<file path="src/rtl/autoneg_pkg.sv">
// Function
// - exchange capabilities only when both ends support and enable negotiation
// - outgoing burst word comes from the local advertisement word
// - while negotiating send fast pulse bursts, each carrying the control word
// - store decoded partner capability word in the partner ability word
// - pick highest common technology, 100TX full down to 10T half
// - on completion set the completion bit and its detailed status copy
// - after completion enable the resolved technology, power down the rest
// - no burst answer from partner leads to parallel detection
// - parallel detection clears partner_negotiation_capable
// - parallel detection sets partner ability bit 5 or bit 7
// - parallel detection ends with completion set and technology enabled
// - only normal link pulses received means a 10T-only partner
// - scrambled 100M idles received means a 100TX partner without negotiation
// - partner answering with bursts sets partner_negotiation_capable
// - no receive signal during monitoring sets the no-signal bit
// - normal link pulses and 100M idles at once, with no burst word, set the detection fault bit
// - pulse signalling is the standard one, transparent to packet layers
// - parallel detection runs by itself with no station_manager action
// - any reset returns logic to idle and clears monitor status bits
// - restart on link failure after completion, restart request, or enable toggled off and on
`default_nettype none
package autoneg_pkg;

    localparam int ADV_W = 16;
    localparam int BIT_10HD = 5;
    localparam int BIT_10FD = 6;
    localparam int BIT_100HD = 7;
    localparam int BIT_100FD = 8;
    localparam int BIT_T4 = 9;
    localparam logic [ADV_W-1:0] ADV_RESET = 16'h0000;

    // response window while bursts go out
    localparam int RESP_WAIT_US = 50000;
    localparam int CLK_MHZ = 100;
    localparam int RESP_WAIT_CYC = RESP_WAIT_US * CLK_MHZ;

    // identical bursts needed before a partner word is accepted
    localparam logic [1:0] MATCH_COUNT = 2'h3;
    localparam logic [1:0] MATCH_FIRST = 2'h1;

    typedef enum logic [2:0] {
        ST_IDLE = 3'h0,
        ST_TX_FLP = 3'h1,
        ST_ABILITY = 3'h2,
        ST_RESOLVE = 3'h3,
        ST_COMPLETE = 3'h4
    } an_state_t;

    typedef enum logic [2:0] {
        TECH_NONE = 3'h0,
        TECH_10HD = 3'h1,
        TECH_10FD = 3'h2,
        TECH_100HD = 3'h3,
        TECH_100FD = 3'h4
    } tech_t;

    typedef struct packed {
        logic en_100;
        logic en_10;
        logic full_duplex;
    } tech_en_t;

    typedef struct packed {
        logic complete;
        logic qp_complete;
        logic partner_negotiation_capable;
        logic pd_fault;
        logic no_signal;
    } an_status_t;

    localparam an_status_t STATUS_RESET = 5'h00;
    localparam tech_en_t TECH_EN_OFF = 3'h0;

endpackage
`default_nettype wire

</file>
<file path="src/rtl/link_autoneg_parallel_detect.sv">
`timescale 1ns/1ps
`default_nettype none
module link_autoneg_parallel_detect
    import autoneg_pkg::*;
#(
    parameter int RESP_WAIT_CYCLES = RESP_WAIT_CYC
) (
    input wire logic CLK_SYS_IN, // system clock
    input wire logic RESET_N_IN, // async reset, active low
    input wire logic SOFT_RESET_IN, // software reset pulse
    input wire logic AN_ENABLE_IN, // negotiation enable level
    input wire logic AN_RESTART_IN, // restart request pulse
    input wire logic LINK_FAIL_IN, // link failure pulse
    input wire logic STATUS_READ_IN, // station_manager read of status
    input wire logic [ADV_W-1:0] ADV_WORD_IN, // local advertisement word
    input wire tech_t FORCE_TECH_IN, // technology when negotiation off
    input wire logic FLP_WORD_VALID_IN, // burst word decoded
    input wire logic [ADV_W-1:0] FLP_WORD_IN, // decoded burst word
    input wire logic NLP_SEEN_IN, // normal link pulse seen
    input wire logic IDLE100_SEEN_IN, // scrambled 100M idle seen
    input wire logic RX_ENERGY_IN, // receive signal present, pin
    output logic TX_FLP_OUT, // send bursts instead of pulses
    output logic [ADV_W-1:0] TX_WORD_OUT, // word carried by bursts
    output logic [ADV_W-1:0] LP_ABILITY_OUT, // partner ability word
    output an_status_t STATUS_OUT, // negotiation status bits
    output tech_en_t TECH_EN_OUT // technology enables
);

    localparam int TW = $clog2(RESP_WAIT_CYCLES + 1);
    localparam logic [TW-1:0] TIMER_LAST = TW'(RESP_WAIT_CYCLES - 1);
    localparam logic [TW-1:0] TIMER_ZERO = '0;

    function automatic tech_t resolve(input logic [ADV_W-1:0] a, input logic [ADV_W-1:0] b);
        logic [ADV_W-1:0] c;
        c = a & b;
        // the T4 slot is skipped: not supported here
        if (c[BIT_100FD]) begin
            return TECH_100FD;
        end else if (c[BIT_100HD]) begin
            return TECH_100HD;
        end else if (c[BIT_10FD]) begin
            return TECH_10FD;
        end else if (c[BIT_10HD]) begin
            return TECH_10HD;
        end
        return TECH_NONE;
    endfunction

    function automatic tech_en_t enables(input tech_t t);
        tech_en_t e;
        e.en_100 = (t == TECH_100FD) || (t == TECH_100HD);
        e.en_10 = (t == TECH_10FD) || (t == TECH_10HD);
        e.full_duplex = (t == TECH_100FD) || (t == TECH_10FD);
        return e;
    endfunction

    // ***************************************************************
    // receive energy synchroniser
    // ***************************************************************
    logic sync1_q, sync2_q, sync3_q, energy_q, energy_d;

    always_comb begin
        energy_d = energy_q;
        if (sync2_q == sync3_q) begin
            energy_d = sync3_q;
        end
    end

    always_ff @(posedge CLK_SYS_IN or negedge RESET_N_IN) begin
        if (!RESET_N_IN) begin
            sync1_q <= 1'b0;
            sync2_q <= 1'b0;
            sync3_q <= 1'b0;
            energy_q <= 1'b0;
        end else begin
            sync1_q <= RX_ENERGY_IN;
            sync2_q <= sync1_q;
            sync3_q <= sync2_q;
            energy_q <= energy_d;
        end
    end

    // ***************************************************************
    // arbitration and progress monitor
    // ***************************************************************
    an_state_t st_q, st_d;
    tech_t tech_q, tech_d;
    an_status_t status_q, status_d;
    tech_en_t tech_en_q, tech_en_d;
    logic [ADV_W-1:0] adv_q, adv_d, lp_q, lp_d, last_q, last_d;
    logic [TW-1:0] timer_q, timer_d;
    logic [1:0] match_q, match_d;
    logic en_prev_q, flp_q, flp_d, restart;

    assign restart = (AN_ENABLE_IN && !en_prev_q) || AN_RESTART_IN
                     || (LINK_FAIL_IN && st_q == ST_COMPLETE);

    always_comb begin
        st_d = st_q;
        tech_d = tech_q;
        status_d = status_q;
        adv_d = adv_q;
        lp_d = lp_q;
        last_d = last_q;
        timer_d = timer_q;
        match_d = match_q;
        if (STATUS_READ_IN) begin
            status_d.pd_fault = 1'b0;
            status_d.no_signal = 1'b0;
        end
        if (SOFT_RESET_IN) begin
            st_d = ST_IDLE;
            status_d = STATUS_RESET;
            tech_d = TECH_NONE;
            lp_d = ADV_RESET;
            timer_d = TIMER_ZERO;
            match_d = 2'h0;
        end else if (!AN_ENABLE_IN) begin
            st_d = ST_IDLE;
            tech_d = FORCE_TECH_IN;
            status_d.complete = 1'b0;
            status_d.qp_complete = 1'b0;
        end else if (restart || st_q == ST_IDLE) begin
            // monitor bits survive a restart
            st_d = ST_TX_FLP;
            adv_d = ADV_WORD_IN;
            tech_d = TECH_NONE;
            status_d.complete = 1'b0;
            status_d.qp_complete = 1'b0;
            timer_d = TIMER_ZERO;
            match_d = 2'h0;
        end else begin
            case (st_q)
                ST_TX_FLP: begin
                    timer_d = timer_q + 1'b1;
                    if (FLP_WORD_VALID_IN) begin
                        status_d.partner_negotiation_capable = 1'b1;
                        last_d = FLP_WORD_IN;
                        match_d = MATCH_FIRST;
                        timer_d = TIMER_ZERO;
                        st_d = ST_ABILITY;
                    end else if (NLP_SEEN_IN && IDLE100_SEEN_IN) begin
                        status_d.pd_fault = 1'b1;
                    end else if (NLP_SEEN_IN || IDLE100_SEEN_IN) begin
                        status_d.partner_negotiation_capable = 1'b0;
                        if (NLP_SEEN_IN) begin
                            lp_d[BIT_10HD] = 1'b1;
                            tech_d = TECH_10HD;
                        end else begin
                            lp_d[BIT_100HD] = 1'b1;
                            tech_d = TECH_100HD;
                        end
                        status_d.complete = 1'b1;
                        status_d.qp_complete = 1'b1;
                        st_d = ST_COMPLETE;
                    end else if (timer_q == TIMER_LAST) begin
                        timer_d = TIMER_ZERO;
                        if (!energy_q) begin
                            status_d.no_signal = 1'b1;
                        end
                    end
                end
                ST_ABILITY: begin
                    timer_d = timer_q + 1'b1;
                    if (FLP_WORD_VALID_IN) begin
                        timer_d = TIMER_ZERO;
                        last_d = FLP_WORD_IN;
                        if (FLP_WORD_IN != last_q) begin
                            match_d = MATCH_FIRST;
                        end else if (match_q + 1'b1 == MATCH_COUNT) begin
                            lp_d = FLP_WORD_IN;
                            st_d = ST_RESOLVE;
                        end else begin
                            match_d = match_q + 1'b1;
                        end
                    end else if (timer_q == TIMER_LAST) begin
                        timer_d = TIMER_ZERO;
                        st_d = ST_TX_FLP;
                    end
                end
                ST_RESOLVE: begin
                    tech_d = resolve(adv_q, lp_q);
                    if (tech_d == TECH_NONE) begin
                        st_d = ST_TX_FLP;
                    end else begin
                        status_d.complete = 1'b1;
                        status_d.qp_complete = 1'b1;
                        st_d = ST_COMPLETE;
                    end
                end
                ST_COMPLETE: begin
                    st_d = ST_COMPLETE;
                end
                default: begin
                    st_d = ST_IDLE;
                end
            endcase
        end
        flp_d = (st_d == ST_TX_FLP) || (st_d == ST_ABILITY);
        tech_en_d = (st_d == ST_COMPLETE || !AN_ENABLE_IN) ? enables(tech_d) : TECH_EN_OFF;
    end

    always_ff @(posedge CLK_SYS_IN or negedge RESET_N_IN) begin
        if (!RESET_N_IN) begin
            st_q <= ST_IDLE;
            tech_q <= TECH_NONE;
            status_q <= STATUS_RESET;
            tech_en_q <= TECH_EN_OFF;
            adv_q <= ADV_RESET;
            lp_q <= ADV_RESET;
            last_q <= ADV_RESET;
            timer_q <= TIMER_ZERO;
            match_q <= 2'h0;
            en_prev_q <= 1'b0;
            flp_q <= 1'b0;
        end else begin
            st_q <= st_d;
            tech_q <= tech_d;
            status_q <= status_d;
            tech_en_q <= tech_en_d;
            adv_q <= adv_d;
            lp_q <= lp_d;
            last_q <= last_d;
            timer_q <= timer_d;
            match_q <= match_d;
            en_prev_q <= AN_ENABLE_IN;
            flp_q <= flp_d;
        end
    end

    assign TX_FLP_OUT = flp_q;
    assign TX_WORD_OUT = adv_q;
    assign LP_ABILITY_OUT = lp_q;
    assign STATUS_OUT = status_q;
    assign TECH_EN_OUT = tech_en_q;

    // ***************************************************************
    // checks
    // ***************************************************************
    logic calm;
    assign calm = AN_ENABLE_IN && !SOFT_RESET_IN && !restart;

    a_flp_sets_capable: assert property (@(posedge CLK_SYS_IN) disable iff (!RESET_N_IN)
        calm && st_q == ST_TX_FLP && FLP_WORD_VALID_IN
        |=> STATUS_OUT.partner_negotiation_capable && st_q == ST_ABILITY)
        else $error("partner burst did not mark partner capable");

    a_nlp_picks_10t: assert property (@(posedge CLK_SYS_IN) disable iff (!RESET_N_IN)
        calm && st_q == ST_TX_FLP && !FLP_WORD_VALID_IN && NLP_SEEN_IN && !IDLE100_SEEN_IN
        |=> tech_q == TECH_10HD && LP_ABILITY_OUT[BIT_10HD]
            && !STATUS_OUT.partner_negotiation_capable && STATUS_OUT.complete)
        else $error("link pulses did not select 10T");

    a_idle_picks_100: assert property (@(posedge CLK_SYS_IN) disable iff (!RESET_N_IN)
        calm && st_q == ST_TX_FLP && !FLP_WORD_VALID_IN && !NLP_SEEN_IN && IDLE100_SEEN_IN
        |=> tech_q == TECH_100HD && LP_ABILITY_OUT[BIT_100HD]
            && TECH_EN_OUT.en_100 && !TECH_EN_OUT.en_10)
        else $error("100M idles did not select 100TX");

    a_multi_sets_fault: assert property (@(posedge CLK_SYS_IN) disable iff (!RESET_N_IN)
        calm && st_q == ST_TX_FLP && !FLP_WORD_VALID_IN && NLP_SEEN_IN && IDLE100_SEEN_IN
        |=> STATUS_OUT.pd_fault && !STATUS_OUT.complete)
        else $error("mixed indications did not set fault");

    a_complete_copies: assert property (@(posedge CLK_SYS_IN) disable iff (!RESET_N_IN)
        st_q == ST_COMPLETE |-> STATUS_OUT.complete && STATUS_OUT.qp_complete)
        else $error("completion bits disagree");

    a_tech_enabled: assert property (@(posedge CLK_SYS_IN) disable iff (!RESET_N_IN)
        st_q == ST_COMPLETE && AN_ENABLE_IN |-> TECH_EN_OUT == enables(tech_q))
        else $error("resolved technology not enabled alone");

    a_resolve_prio: assert property (@(posedge CLK_SYS_IN) disable iff (!RESET_N_IN)
        calm && st_q == ST_RESOLVE && resolve(adv_q, lp_q) != TECH_NONE
        |=> tech_q == resolve($past(adv_q), $past(lp_q)) && st_q == ST_COMPLETE)
        else $error("wrong common technology chosen");

    a_no_common_back: assert property (@(posedge CLK_SYS_IN) disable iff (!RESET_N_IN)
        calm && st_q == ST_RESOLVE && resolve(adv_q, lp_q) == TECH_NONE
        |=> st_q == ST_TX_FLP && TX_FLP_OUT && !STATUS_OUT.complete)
        else $error("no common technology did not resume bursts");

    a_silence_flags: assert property (@(posedge CLK_SYS_IN) disable iff (!RESET_N_IN)
        calm && st_q == ST_TX_FLP && !FLP_WORD_VALID_IN && !NLP_SEEN_IN && !IDLE100_SEEN_IN
            && timer_q == TIMER_LAST && !energy_q
        |=> STATUS_OUT.no_signal)
        else $error("silent line did not set the no-signal bit");

    a_soft_reset_idle: assert property (@(posedge CLK_SYS_IN) disable iff (!RESET_N_IN)
        SOFT_RESET_IN |=> st_q == ST_IDLE && STATUS_OUT == STATUS_RESET)
        else $error("software reset left state or status");

    a_restart_path: assert property (@(posedge CLK_SYS_IN) disable iff (!RESET_N_IN)
        AN_ENABLE_IN && !SOFT_RESET_IN && restart
        |=> st_q == ST_TX_FLP && TX_FLP_OUT && !STATUS_OUT.complete
            && TX_WORD_OUT == $past(ADV_WORD_IN))
        else $error("restart did not reopen the burst exchange");

    a_off_no_bursts: assert property (@(posedge CLK_SYS_IN) disable iff (!RESET_N_IN)
        !AN_ENABLE_IN |=> !TX_FLP_OUT && st_q == ST_IDLE)
        else $error("bursts sent with negotiation disabled");

endmodule // link_autoneg_parallel_detect
`default_nettype wire

</file>
<file path="config.mk">
export PLATFORM = sky130hd
export DESIGN_NAME = link_autoneg_parallel_detect
export DESIGN_NICKNAME = d
export VERILOG_FILES = /design/src/rtl/autoneg_pkg.sv /design/src/rtl/link_autoneg_parallel_detect.sv
export SDC_FILE = /design/constraint.sdc
export NUM_CORES = 1
export LEC_CHECK = 0
export BUFFER_PORTS_ARGS = -buffer_cell sky130_fd_sc_hd__buf_4
export CAP_MARGIN = 25
export CORE_ASPECT_RATIO = 0.8
export CORE_UTILIZATION = 35
export DETAILED_ROUTE_END_ITERATION = 8
export PLACE_DENSITY = 0.64
export SYNTH_ARGS = -nofsm -noshare
export SYNTH_HDL_FRONTEND = slang
export SYNTH_SLANG_ARGS = --single-unit
</file>
<file path="constraint.sdc">
create_clock -name CLK_SYS_IN -period 2.59 [get_ports CLK_SYS_IN]
set_input_delay 0.3885 -clock CLK_SYS_IN [delete_from_list [all_inputs] [get_ports CLK_SYS_IN]]
set_output_delay 0.3885 -clock CLK_SYS_IN [all_outputs]
set_load 0.1 [all_outputs]
</file>
; ---- Yosys cells after proc, flatten, opt, wreduce, memory -nomap -nowiden
; Cells that the tools add are included.
; Widths: inputs -> output; s select.
[op_classes]
n_reduce_logical = 34
mux = 93
n_eq_ne = 34
n_addsub = 2
bitwise_logic = 3
[op_table]
columns = operator, n
row1 = $mux 23, 8
row2 = $mux 16, 6
row3 = $mux 3, 32
row4 = $pmux 23 s2, 1
row5 = $mux 2, 14
row6 = $ne 3x3->1 const B, 9
row7 = $ne 5x5->1 const B, 5
row8 = $add 23x1->23 const B, 1
row9 = $eq 23x23->1 const B, 1
row10 = $mux 1, 23
row11 = $reduce_and 10->1, 2
row12 = $reduce_and 5->1, 4
row13 = $ne 16x16->1, 1
row14 = $eq 3x2->1 const B, 5
row15 = $pmux 3 s4, 1
row16 = $mux 5, 2
row17 = $reduce_bool 2->1, 5
row18 = $and 9x9->9, 1
row19 = $eq 3x1->1 const B, 3
row20 = $eq 3x3->1 const B, 3
row21 = $logic_or 1x1->1, 9
row22 = $mux 8, 1
row23 = $ne 4x4->1 const B, 2
row24 = $pmux 2 s2, 2
row25 = other kinds (17), 25
[word_totals]
in_bits = 46
regBits = 93

; ---- Depth between registers and ports, before layout
; Gate-level depths: netlist of run 1.
[depth]
word_depth = 23
depth_mapped = 9
mapped_depth_nobuf = 6

; ---- Least setup slack after synthesis of run 1
; Ideal clock, no wire load.
[synth_timing]
path_type = reg-to-reg
from = register lp_q[7], in the netlist LP_ABILITY_OUT[7]
to = register tech_en_q, in the netlist TECH_EN_OUT[2]
stages_incl_launch_ff = 6
n_path_buf = 0
arrival_time_ns = 2.070
setup_slack_ns = 0.438
setup_ns = 0.082
cell_sequence = dfrtp_1 a22o_1 a21oi_1 a2111o_1 a21bo_1 o22ai_1
[synth_rtl]
columns = element, line
row1 = from (decl), link_autoneg_parallel_detect.sv:90  ; logic [ADV_W-1:0] adv_q, adv_d, lp_q, lp_d, last_q, last_d;
row2 = from (signal assigned), link_autoneg_parallel_detect.sv:222  ; lp_q <= lp_d;
row3 = to (signal assigned), link_autoneg_parallel_detect.sv:220  ; tech_en_q <= tech_en_d;
row4 = to (decl), link_autoneg_parallel_detect.sv:89  ; tech_en_t tech_en_q, tech_en_d;

; ---- Worst setup path in the final report of run 1
[layout_timing]
from = register timer_q[1]
to = register timer_q[5]
[layout_via]
elab_chain_len = 9
word_cells_on_any_way = 11
cone_classes = add/sub (1) / eq/ne (1) / mux (9)
[layout_lines]
columns = element, line
row1 = from (decl), link_autoneg_parallel_detect.sv:91  ; logic [TW-1:0] timer_q, timer_d;
row2 = from (signal assigned), link_autoneg_parallel_detect.sv:224  ; timer_q <= timer_d;
row3 = $add 23x1->23 or $eq 23x23->1 (tied branches), n/a
row4 = $mux 23, "link_autoneg_parallel_detect.sv:156, link_autoneg_parallel_detect.sv:176"
row5 = $mux 23, link_autoneg_parallel_detect.sv:144  ; end else if (NLP_SEEN_IN || IDLE100_SEEN_IN) begin
row6 = $mux 23, link_autoneg_parallel_detect.sv:142  ; end else if (NLP_SEEN_IN && IDLE100_SEEN_IN) begin
row7 = $mux 23, link_autoneg_parallel_detect.sv:136  ; if (FLP_WORD_VALID_IN) begin
row8 = $pmux 23 s2 *, link_autoneg_parallel_detect.sv:133  ; case (st_q)
row9 = $mux 23 *, link_autoneg_parallel_detect.sv:123  ; end else if (restart || st_q == ST_IDLE) begin
row10 = $mux 23 *, link_autoneg_parallel_detect.sv:118  ; end else if (!AN_ENABLE_IN) begin
row11 = $mux 23 *, link_autoneg_parallel_detect.sv:111  ; if (SOFT_RESET_IN) begin
; Mark *: on every way between the ends. The rest lies on a longest branch, timed or not. The select of a mux whose other input is x is not followed.
; A chain may end at the register's enable or synchronous reset.

==> flow_results.org, run 1 <==
** Final layout
- The count of cells in the finished layout, fillers not included, comes to roughly 750.
- Number of diodes :: 0
- Fraction of final layout cells with drive strength greater than 1 :: 0.2977
- Leaving out fill and tap cells, the most frequent cell in the layout is sky130_fd_sc_hd__buf_4.
- Post-route cell area :: between 6000 and 7000 sq um
- The net count of the finished layout is just over 600.
- Area delta synth->final :: 22.43%
- Fill cells in the final layout number around 1300.
- Top library cells by usage in the layout, fill and taps aside :: 99 x sky130_fd_sc_hd__buf_4, 92 x sky130_fd_sc_hd__dfrtp_1, 34 x sky130_fd_sc_hd__a21oi_1

** Synthesis
- Share of synthesized cell area in and, or, nand and nor gates :: 0.2134
- Area share of the leading cell type in the synthesized netlist :: 0.4648
- Yosys printed 0 warnings.
- Counting every net in the synthesized netlist gives approximately 530.
- Count of different cell masters after synthesis :: 68
- Dominant cell type by area after synthesis :: sky130_fd_sc_hd__dfrtp_1
- Flop and latch count out of synthesis :: 92
- In this run the cell area of the synthesized design comes to a little under 5000 sq um.
- Most used DFF post-synth :: sky130_fd_sc_hd__dfrtp_1
- Measured against the total synthesized area, the mux share comes to 0.07502.
- Fraction of registers with async set/reset :: 1.000
- Number of enable flip-flop cells after synthesis :: 0
- Of the total synthesized cell area, the portion taken by XOR and XNOR cells is 0.03688.
- Of the total synthesized cell area, the portion taken by full adders, half adders and majority gates is 0.007072.
- Synthesis produced around 480 cells.
- Seq/Total Area, Yosys :: 0.4648
- Yosys attributes the largest share of cell area to sky130_fd_sc_hd__dfrtp_1 46%, sky130_fd_sc_hd__mux2_2 7.5%, sky130_fd_sc_hd__a21oi_1 3.4%.
- Combinational family with the most area after synthesis :: simple AND/OR/NAND/NOR gates
- Dividing the synthesized area by the synthesized cell count gives ~10 sq um.
- The area fraction in compound gates after synthesis came to 0.1652.

** CTS
- Post CTS Setup Buffer Count :: 0
- Clock insertion delay at the later pin of the skew report :: 0.35 ns
- The cell sitting at the root of the clock tree is a sky130_fd_sc_hd__clkbuf_16.
- Buffers inserted during clock tree synthesis total 9.
- Worst-path clk slew :: approximately 0.070 ns
- No sink is reached through more buffers than the 2 on the longest clock path.
- Quantity of hold-fixing buffers added after cts :: 0
- CTS saw 92 sinks.
- The clock tree synthesis step divided the H-tree into 3 levels.
- Post-CTS resize count :: 0
- CTS tree :: yes

** Timing
- Total negative setup slack :: 0 ns
- Of the available clock period, the critical path in the final layout requires 0.9232.
- Final Skew :: just under 0.007 ns
- RSZ-0062 raised after global routing :: no
- For this run, the top clock speed supported by timing is approximately 420 MHz.
- The final number of hold-violating endpoints is 6.
- Tightest Pin Transition :: ~0.65 ns
- Final critical path time including I/O delays and setup :: 2.391 ns
- Headroom to the max-slew limit came out at 0.5578.
- Setup violations remaining at the end of the flow were counted as 0.
- Worst hold slack :: -0.01032 ns
- The max-slew violation total from the final report was 0.

** Floorplanning
- Die H :: between 100 and 150 microns
- I/O pin count :: 87
- Width of the die :: ~140 microns
- The floorplan has 38 rows.
- Effective utilization at floorplan :: 0.3618
- The die covers ~15000 sq um.
- Area inside the core boundary :: around 14000 sq um

** Setup path
- CP Class :: reg -> reg
- The number of cells on the worst reg-to-reg path is 7.
- The endpoint identified for the worst register-to-register timing path is timer_q[5].
- The startpoint identified for the worst register-to-register timing path is timer_q[1].
- CP max FO :: 14
- Data required time of the critical path :: ~2.8 ns
- Endpoint kind of the worst setup timing path :: flop
- STA classifies the critical path startpoint as a flop.
- At the worst endpoint, the arrival time is 2.62 ns.
- Reg2reg setup slack :: about 0.20 ns

** Run
- Max-Cap Viols :: 0

** Global routing
- The number of global-route vias before repair came to 3988.
- Total grt overflow :: 0
- In the global route stage, overall resource usage came out at 0.1828.
- The initial antenna violation count came to 0.
- Pin count of the biggest net entering global routing :: 38
- The first global-routing pass estimated between 20000 and 25000 microns of wire.

** Detailed routing
- The first routing iteration left a little over 400 violations.
- For this run, design rule violations remaining after detail routing come to 0.
- For this block, the routed nets add up to approximately 13000 microns of wire.
- DR WL/cell :: 17.11 microns
- Detailed routing inserted a total of ~4200 vias.
- Drt pass-1 iters :: 7
- In this run the remaining antenna-violating nets after routing total 0.
- Number of vias per cell after detailed routing :: approximately 5.6

** Power
- Switch Pwr :: between 1000 and 1500 uW
- Of the total power, registers draw 0.439.
- Total chip power :: about 3500 uW
- Internal power summed over all cells :: approximately 2400 uW
- Of the total power, the share spent switching nets is 0.3294.
- Worst vdd rail ir drop :: around 0.37 mV
- Of the total power, the clock network draws 0.368.
- Logic pwr share :: 0.193
- Static power due to leakage :: roughly 0.0026 uW
- Total power divided by cell area :: between 500 and 600 nW/um^2

** Place
- HPWL after DPL :: 9496 microns
- During placement, the flow inserted port buffers numbering 86.
- Including well taps, the total number of placed cells is roughly 740.
- Once placement finished, the instance area stood at approximately 5800 sq um.
- Routability-driven placement finished with a final weighted congestion of between 0.8 and 0.9.

** Run status
- Status :: complete, but fails checks
- Violations in the final reports :: hold timing

** Min path
- In this run the worst hold path is classified as in -> async.
[cells by family after synthesis]
logic type	after synthesis
simple gates	180
fa+ha+maj	3
buf+inv	36
xor+xnor	20
mux	33
compound gates	119
flops	92
[layout make-up]
cell class                 count  area (sq um)  share of cell area
timing repair buffer          99         743.2              0.1225
clock buffer                   9         225.2             0.03714
inverter                       9         33.78            0.005570
multi-input combinational    355          2465              0.4064
tap                          180         225.2             0.03714
sequential                    92          2302              0.3796
clock inverter                 7         70.07             0.01155
[critical path, stage by stage, from the launching register on]
cell	delay (ns)
sky130_fd_sc_hd__dfrtp_1	0.39
sky130_fd_sc_hd__ha_1	0.23
sky130_fd_sc_hd__nand3_1	0.13
sky130_fd_sc_hd__or4_4	0.59
sky130_fd_sc_hd__nor3_4	0.49
sky130_fd_sc_hd__o21a_1	0.20
sky130_fd_sc_hd__buf_4	0.17
sky130_fd_sc_hd__a21oi_1	0.05
[registers in the layout, summed over array words and instances, names as in the netlist]
register / flops
match_q: 2
st_q: 3
sync1_q: 1
sync3_q: 1
TX_FLP_OUT: 1
STATUS_OUT: 4
energy_q: 1
TX_WORD_OUT: 16
last_q: 16
tech_q: 3
TECH_EN_OUT: 3
sync2_q: 1
timer_q: 23
en_prev_q: 1
LP_ABILITY_OUT: 16
[stage by stage]
step                  util  setup slack (ns)  hold slack [ns]
finish              0.4429            0.1990         -0.01032
floorplan                -            0.4378          0.09291
detailed placement  0.4213            0.2313           0.3511
global route        0.4429           0.03497          0.03828
CTS                 0.4429            0.2265          0.01662
global placement    0.4213            0.2982           0.3353
[power groups by stage]
stage               registers, uW  clock network (uW)  logic [uW]
finish                       1550                1300         680
floorplan                    1880                   0         159
global placement             1570                   0         673
detailed placement           1570                   0         683
global route                 1550                1380         713
CTS                          1550                1320         684
[per-layer routing]
metal	wire length (microns)	GRT usage
met1	6077	0.2625
met2	5591	0.2651
met3	1021	0.05251
met4	158	0.05217
met5	0	0
[worst max path at each step]
stage                      startpoint        endpoint  slack, ns  cells past startpoint
floorplan           LP_ABILITY_OUT[7]  TECH_EN_OUT[2]       0.44                      5
global placement           timer_q[0]      timer_q[0]       0.30                      6
detailed placement         timer_q[0]     timer_q[10]       0.23                      7
CTS                        timer_q[0]     timer_q[10]       0.23                      7
global route               timer_q[0]      timer_q[9]       0.03                      7
finish                     timer_q[1]      timer_q[5]       0.20                      7
[synth_stat cells, types with 4 or more instances]
cell type,n
sky130_fd_sc_hd__o21a_1,7
sky130_fd_sc_hd__nand4_1,9
sky130_fd_sc_hd__nor2_1,21
sky130_fd_sc_hd__nor3b_1,4
sky130_fd_sc_hd__dfrtp_1,92
sky130_fd_sc_hd__or4_1,5
sky130_fd_sc_hd__nand2_1,30
sky130_fd_sc_hd__inv_1,9
sky130_fd_sc_hd__nor3_1,12
sky130_fd_sc_hd__nor2b_1,5
sky130_fd_sc_hd__nand3_1,26
sky130_fd_sc_hd__or3_1,8
sky130_fd_sc_hd__and2_1,4
sky130_fd_sc_hd__a21oi_2,5
sky130_fd_sc_hd__or4_4,5
sky130_fd_sc_hd__buf_4,5
sky130_fd_sc_hd__o21ai_0,27
sky130_fd_sc_hd__mux2_2,33
sky130_fd_sc_hd__nand2b_1,11
sky130_fd_sc_hd__and3_1,7
sky130_fd_sc_hd__xor2_1,16
sky130_fd_sc_hd__nor4_1,11
sky130_fd_sc_hd__o31ai_1,6
sky130_fd_sc_hd__a21oi_1,34
sky130_fd_sc_hd__buf_2,8
sky130_fd_sc_hd__clkbuf_1,8
sky130_fd_sc_hd__o311ai_0,8
Note: power is estimated with default switching activity, not from simulation.
==> run 2: changes to the inputs <==
--- a/config.mk
+++ b/config.mk
@@ -8,9 +8,9 @@
 export BUFFER_PORTS_ARGS = -buffer_cell sky130_fd_sc_hd__buf_4
 export CAP_MARGIN = 25
 export CORE_ASPECT_RATIO = 0.8
-export CORE_UTILIZATION = 35
+export CORE_UTILIZATION = 56
 export DETAILED_ROUTE_END_ITERATION = 8
-export PLACE_DENSITY = 0.64
+export PLACE_DENSITY = 0.9
 export SYNTH_ARGS = -nofsm -noshare
 export SYNTH_HDL_FRONTEND = slang
 export SYNTH_SLANG_ARGS = --single-unit
==> run 2 against run 1 <==
Against the previous run:
- the run now ends clean
- clock skew grew 0.0034 ns
- maximum frequency shrank 0.22%
- first-iteration DRC count grew 23%
- final cell count shrank 9.2%
- sequential share of layout area grew 1.1 points
- non-clock buffer count shrank 1
- die area shrank 37%
- global-route usage grew 11 points
- critical path depth shrank 3
- routed wire length shrank 0.47%
- design area shrank 2.7%
- setup slack lost 0.0053 ns
- largest cell class unchanged
==> flow_results.org, run 2 (synthesized netlist as in run 1, its figures left out) <==
** Global routing
- The initial antenna violation count is 0.
- Entering global routing, the biggest net connects 54 pins.
- Summed over all layers, the global routing overflow is 0.
- Via count of the first global-routing pass :: around 4000
- Total GRT Usage :: 0.2918
- The first global-routing pass estimated roughly 21000 microns of wire.

** Setup path
- CP max-delay cell :: sky130_fd_sc_hd__nor4b_1
- CP Class :: reg -> reg
- Together, buffers and inverters on the worst path number 0.
- Reg2reg setup slack :: roughly 0.19 ns
- Signal arrival time at the worst endpoint :: ~2.7 ns
- CP max FO :: 12
- Maximum cell stage delay along the critical path :: slightly below 0.7 ns
- STA classifies the critical path startpoint as a flop.
- Reg-to-reg startpoint :: st_q[1]
- Worst Reg-to-Reg Cells :: 4
- Top delay family on crit path :: simple AND/OR/NAND/NOR gates
- Data required time of the critical path :: roughly 2.8 ns
- STA classifies the critical path endpoint as a flop.
- R2r endpoint :: LP_ABILITY_OUT[7]
- Cell Chain, Critical Path :: nor2_1 -> nor4b_1 -> o21ai_0 -> a2111oi_0

** Power
- Summed over all cells, the static leakage comes to approximately 0.0025 uW.
- Total power divided by cell area :: 555.8 nW/um^2
- Worst vdd rail ir drop :: approximately 0.5 mV

** Place
- RePlAce Congestion :: 0.9391
- I/O Buffers :: 86
- The wire-length estimate of the detail-placed layout is about 9000 microns.

** Detailed routing
- Via count :: approximately 4300
- The pre-antenna-repair detailed-routing pass consisted of 6 iterations.
- The first routing iteration left approximately 510 violations.
- Dividing the detail-routed wire length by the instance count gives 18.75 microns.
- Number of vias per cell after detailed routing :: roughly 6.3
- Count of antenna-violating nets left after detailed routing :: 0
- In the routed design, unresolved DRC markers number 0.
- Total wire length :: between 10000 and 15000 microns

** Timing
- Max Fclk :: approximately 420 MHz
- Final setup vio count :: 0
- The max-slew violation total from the final report is 0.
- In the finished design, the share of the clock period the worst path needs comes to 0.9252.
- For the pin with the worst max-slew slack, the measured transition is 0.7199 ns.
- Final Skew :: 0.01025 ns
- The final number of hold-violating endpoints was 0.
- Final critical path time including I/O delays and setup :: around 2.4 ns
- Slew headroom :: 0.5133
- RSZ-0062 raised after global routing :: no
- After routing, the total negative slack on setup checks comes to 0 ns.

** Floorplanning
- Effective utilization at floorplan :: 0.5814
- The floorplan step set the die width to 107.2 microns.
- The die covers between 9000 and 10000 sq um.
- 87 I/O pins were placed.
- The floorplan step defined a core boundary enclosing 8521 sq um.
- After floorplanning, the core was divided into 30 placement rows.
- From bottom edge to top edge, the die measures about 86 microns.

** CTS
- TritonCTS built the clock tree.
- Clock Sinks :: approximately 90
- Quantity of hold-fixing buffers added after cts :: 0
- Root Buffer :: sky130_fd_sc_hd__clkbuf_8
- Clock insertion delay at the later pin of the skew report :: about 0.38 ns
- Post CTS Setup Buffer Count :: 0
- Maximum root-to-sink buffer count :: 2
- The H-tree was split into 3 levels.
- Clock-pin slew was measured on the worst setup and hold paths at approximately 0.1 ns.
- Num CTS Buffers :: 9

** Final layout
- Of the cells placed in the final design, the portion with a size suffix greater than 1 is 0.2965.
- Final-stage net count :: 613
- After filler insertion, the fill cell instance count of the layout stands at slightly above 600.
- Most frequent standard cell in the layout excluding fill and tap cells :: sky130_fd_sc_hd__buf_4
- From synthesis to final layout, the design area changed by 19.12%.
- The number of antenna diodes in the final layout is 0.
- Post-route core utilization :: 0.6925
- Top library cells by usage in the layout, fill and taps aside :: 97 x sky130_fd_sc_hd__buf_4, 92 x sky130_fd_sc_hd__dfrtp_1, 34 x sky130_fd_sc_hd__a21oi_1
- The register with the most flip-flops in the layout has 23 of them.
- Register containing the most flip-flops in the final layout :: timer_q

** Min path
- The worst hold path belongs to the class in -> async.

** Run
- Max-Cap Viols :: 0

** Run status
- The run finished with clean final reports.
-- run 2: worst reg2reg max path: stages, from the launching register on --
cell                        delay [ns]
sky130_fd_sc_hd__dfrtp_1          0.59
sky130_fd_sc_hd__nor2_1           0.18
sky130_fd_sc_hd__nor4b_1          0.68
sky130_fd_sc_hd__o21ai_0          0.36
sky130_fd_sc_hd__a2111oi_0        0.47
-- run 2: area by class of cell --
type / instances / area, sq um / share of cell area
clock buffer: 9 / 123.9 / 0.02099
clock inverter: 7 / 87.58 / 0.01484
inverter: 9 / 33.78 / 0.005725
multi-input combinational: 355 / 2465 / 0.4177
sequential: 92 / 2302 / 0.3902
tap: 112 / 140.1 / 0.02375
timing repair buffer: 98 / 748.2 / 0.1268
-- run 2: layer usage --
metal | wire (microns) | GRT usage | vias to the layer above | share of wire
li1 | - | - | 1963 | -
met1 | 5484 | 0.4160 | 2067 | 0.43
met2 | 5709 | 0.4328 | 273 | 0.45
met3 | 1358 | 0.07295 | 26 | 0.11
met4 | 234 | 0.1071 | 0 | 0.018
met5 | 0 | 0 | - | 0
-- run 2: worst max-delay path by stage --
stage,to,slack [ns],cells after the start,startpoint
after detailed placement,timer_q[14],0.19,7,timer_q[0]
after global placement,timer_q[14],0.28,7,timer_q[0]
final,LP_ABILITY_OUT[7],0.19,4,st_q[1]
after floorplan,TECH_EN_OUT[2],0.44,5,LP_ABILITY_OUT[7]
after CTS,timer_q[14],0.14,7,timer_q[0]
after global routing,timer_q[14],0.06,7,timer_q[0]
-- run 2: what timing repair did --
item | in CTS | in global routing
resized for setup | 0 | 0
endpoints found under the setup margin | 0 | 4
endpoints found under the hold margin | 0 | 0
-- run 2: stage by stage --
| step | cells | cell area [sq um] | setup slack (ns) | power (uW) | hold WS (ns) |
|---|---|---|---|---|---|
| floorplan | 483 | 4954 | 0.4378 | 2036 | 0.09291 |
| global placement | 666 | 5689 | 0.2782 | 2234 | 0.3345 |
| detailed placement | 666 | 5689 | 0.1916 | 2252 | 0.3451 |
| CTS | 682 | 5901 | 0.1351 | 3288 | 0.06003 |
| global route | 682 | 5901 | 0.05682 | 3380 | 0.08927 |
| finish | 682 | 5901 | 0.1938 | 3280 | 0.03290 |
-- run 2: report_power, final --
group	switching, uW	internal [uW]
clock network	580	472
registers	49.4	1500
logic	492	187
total	1120	2160
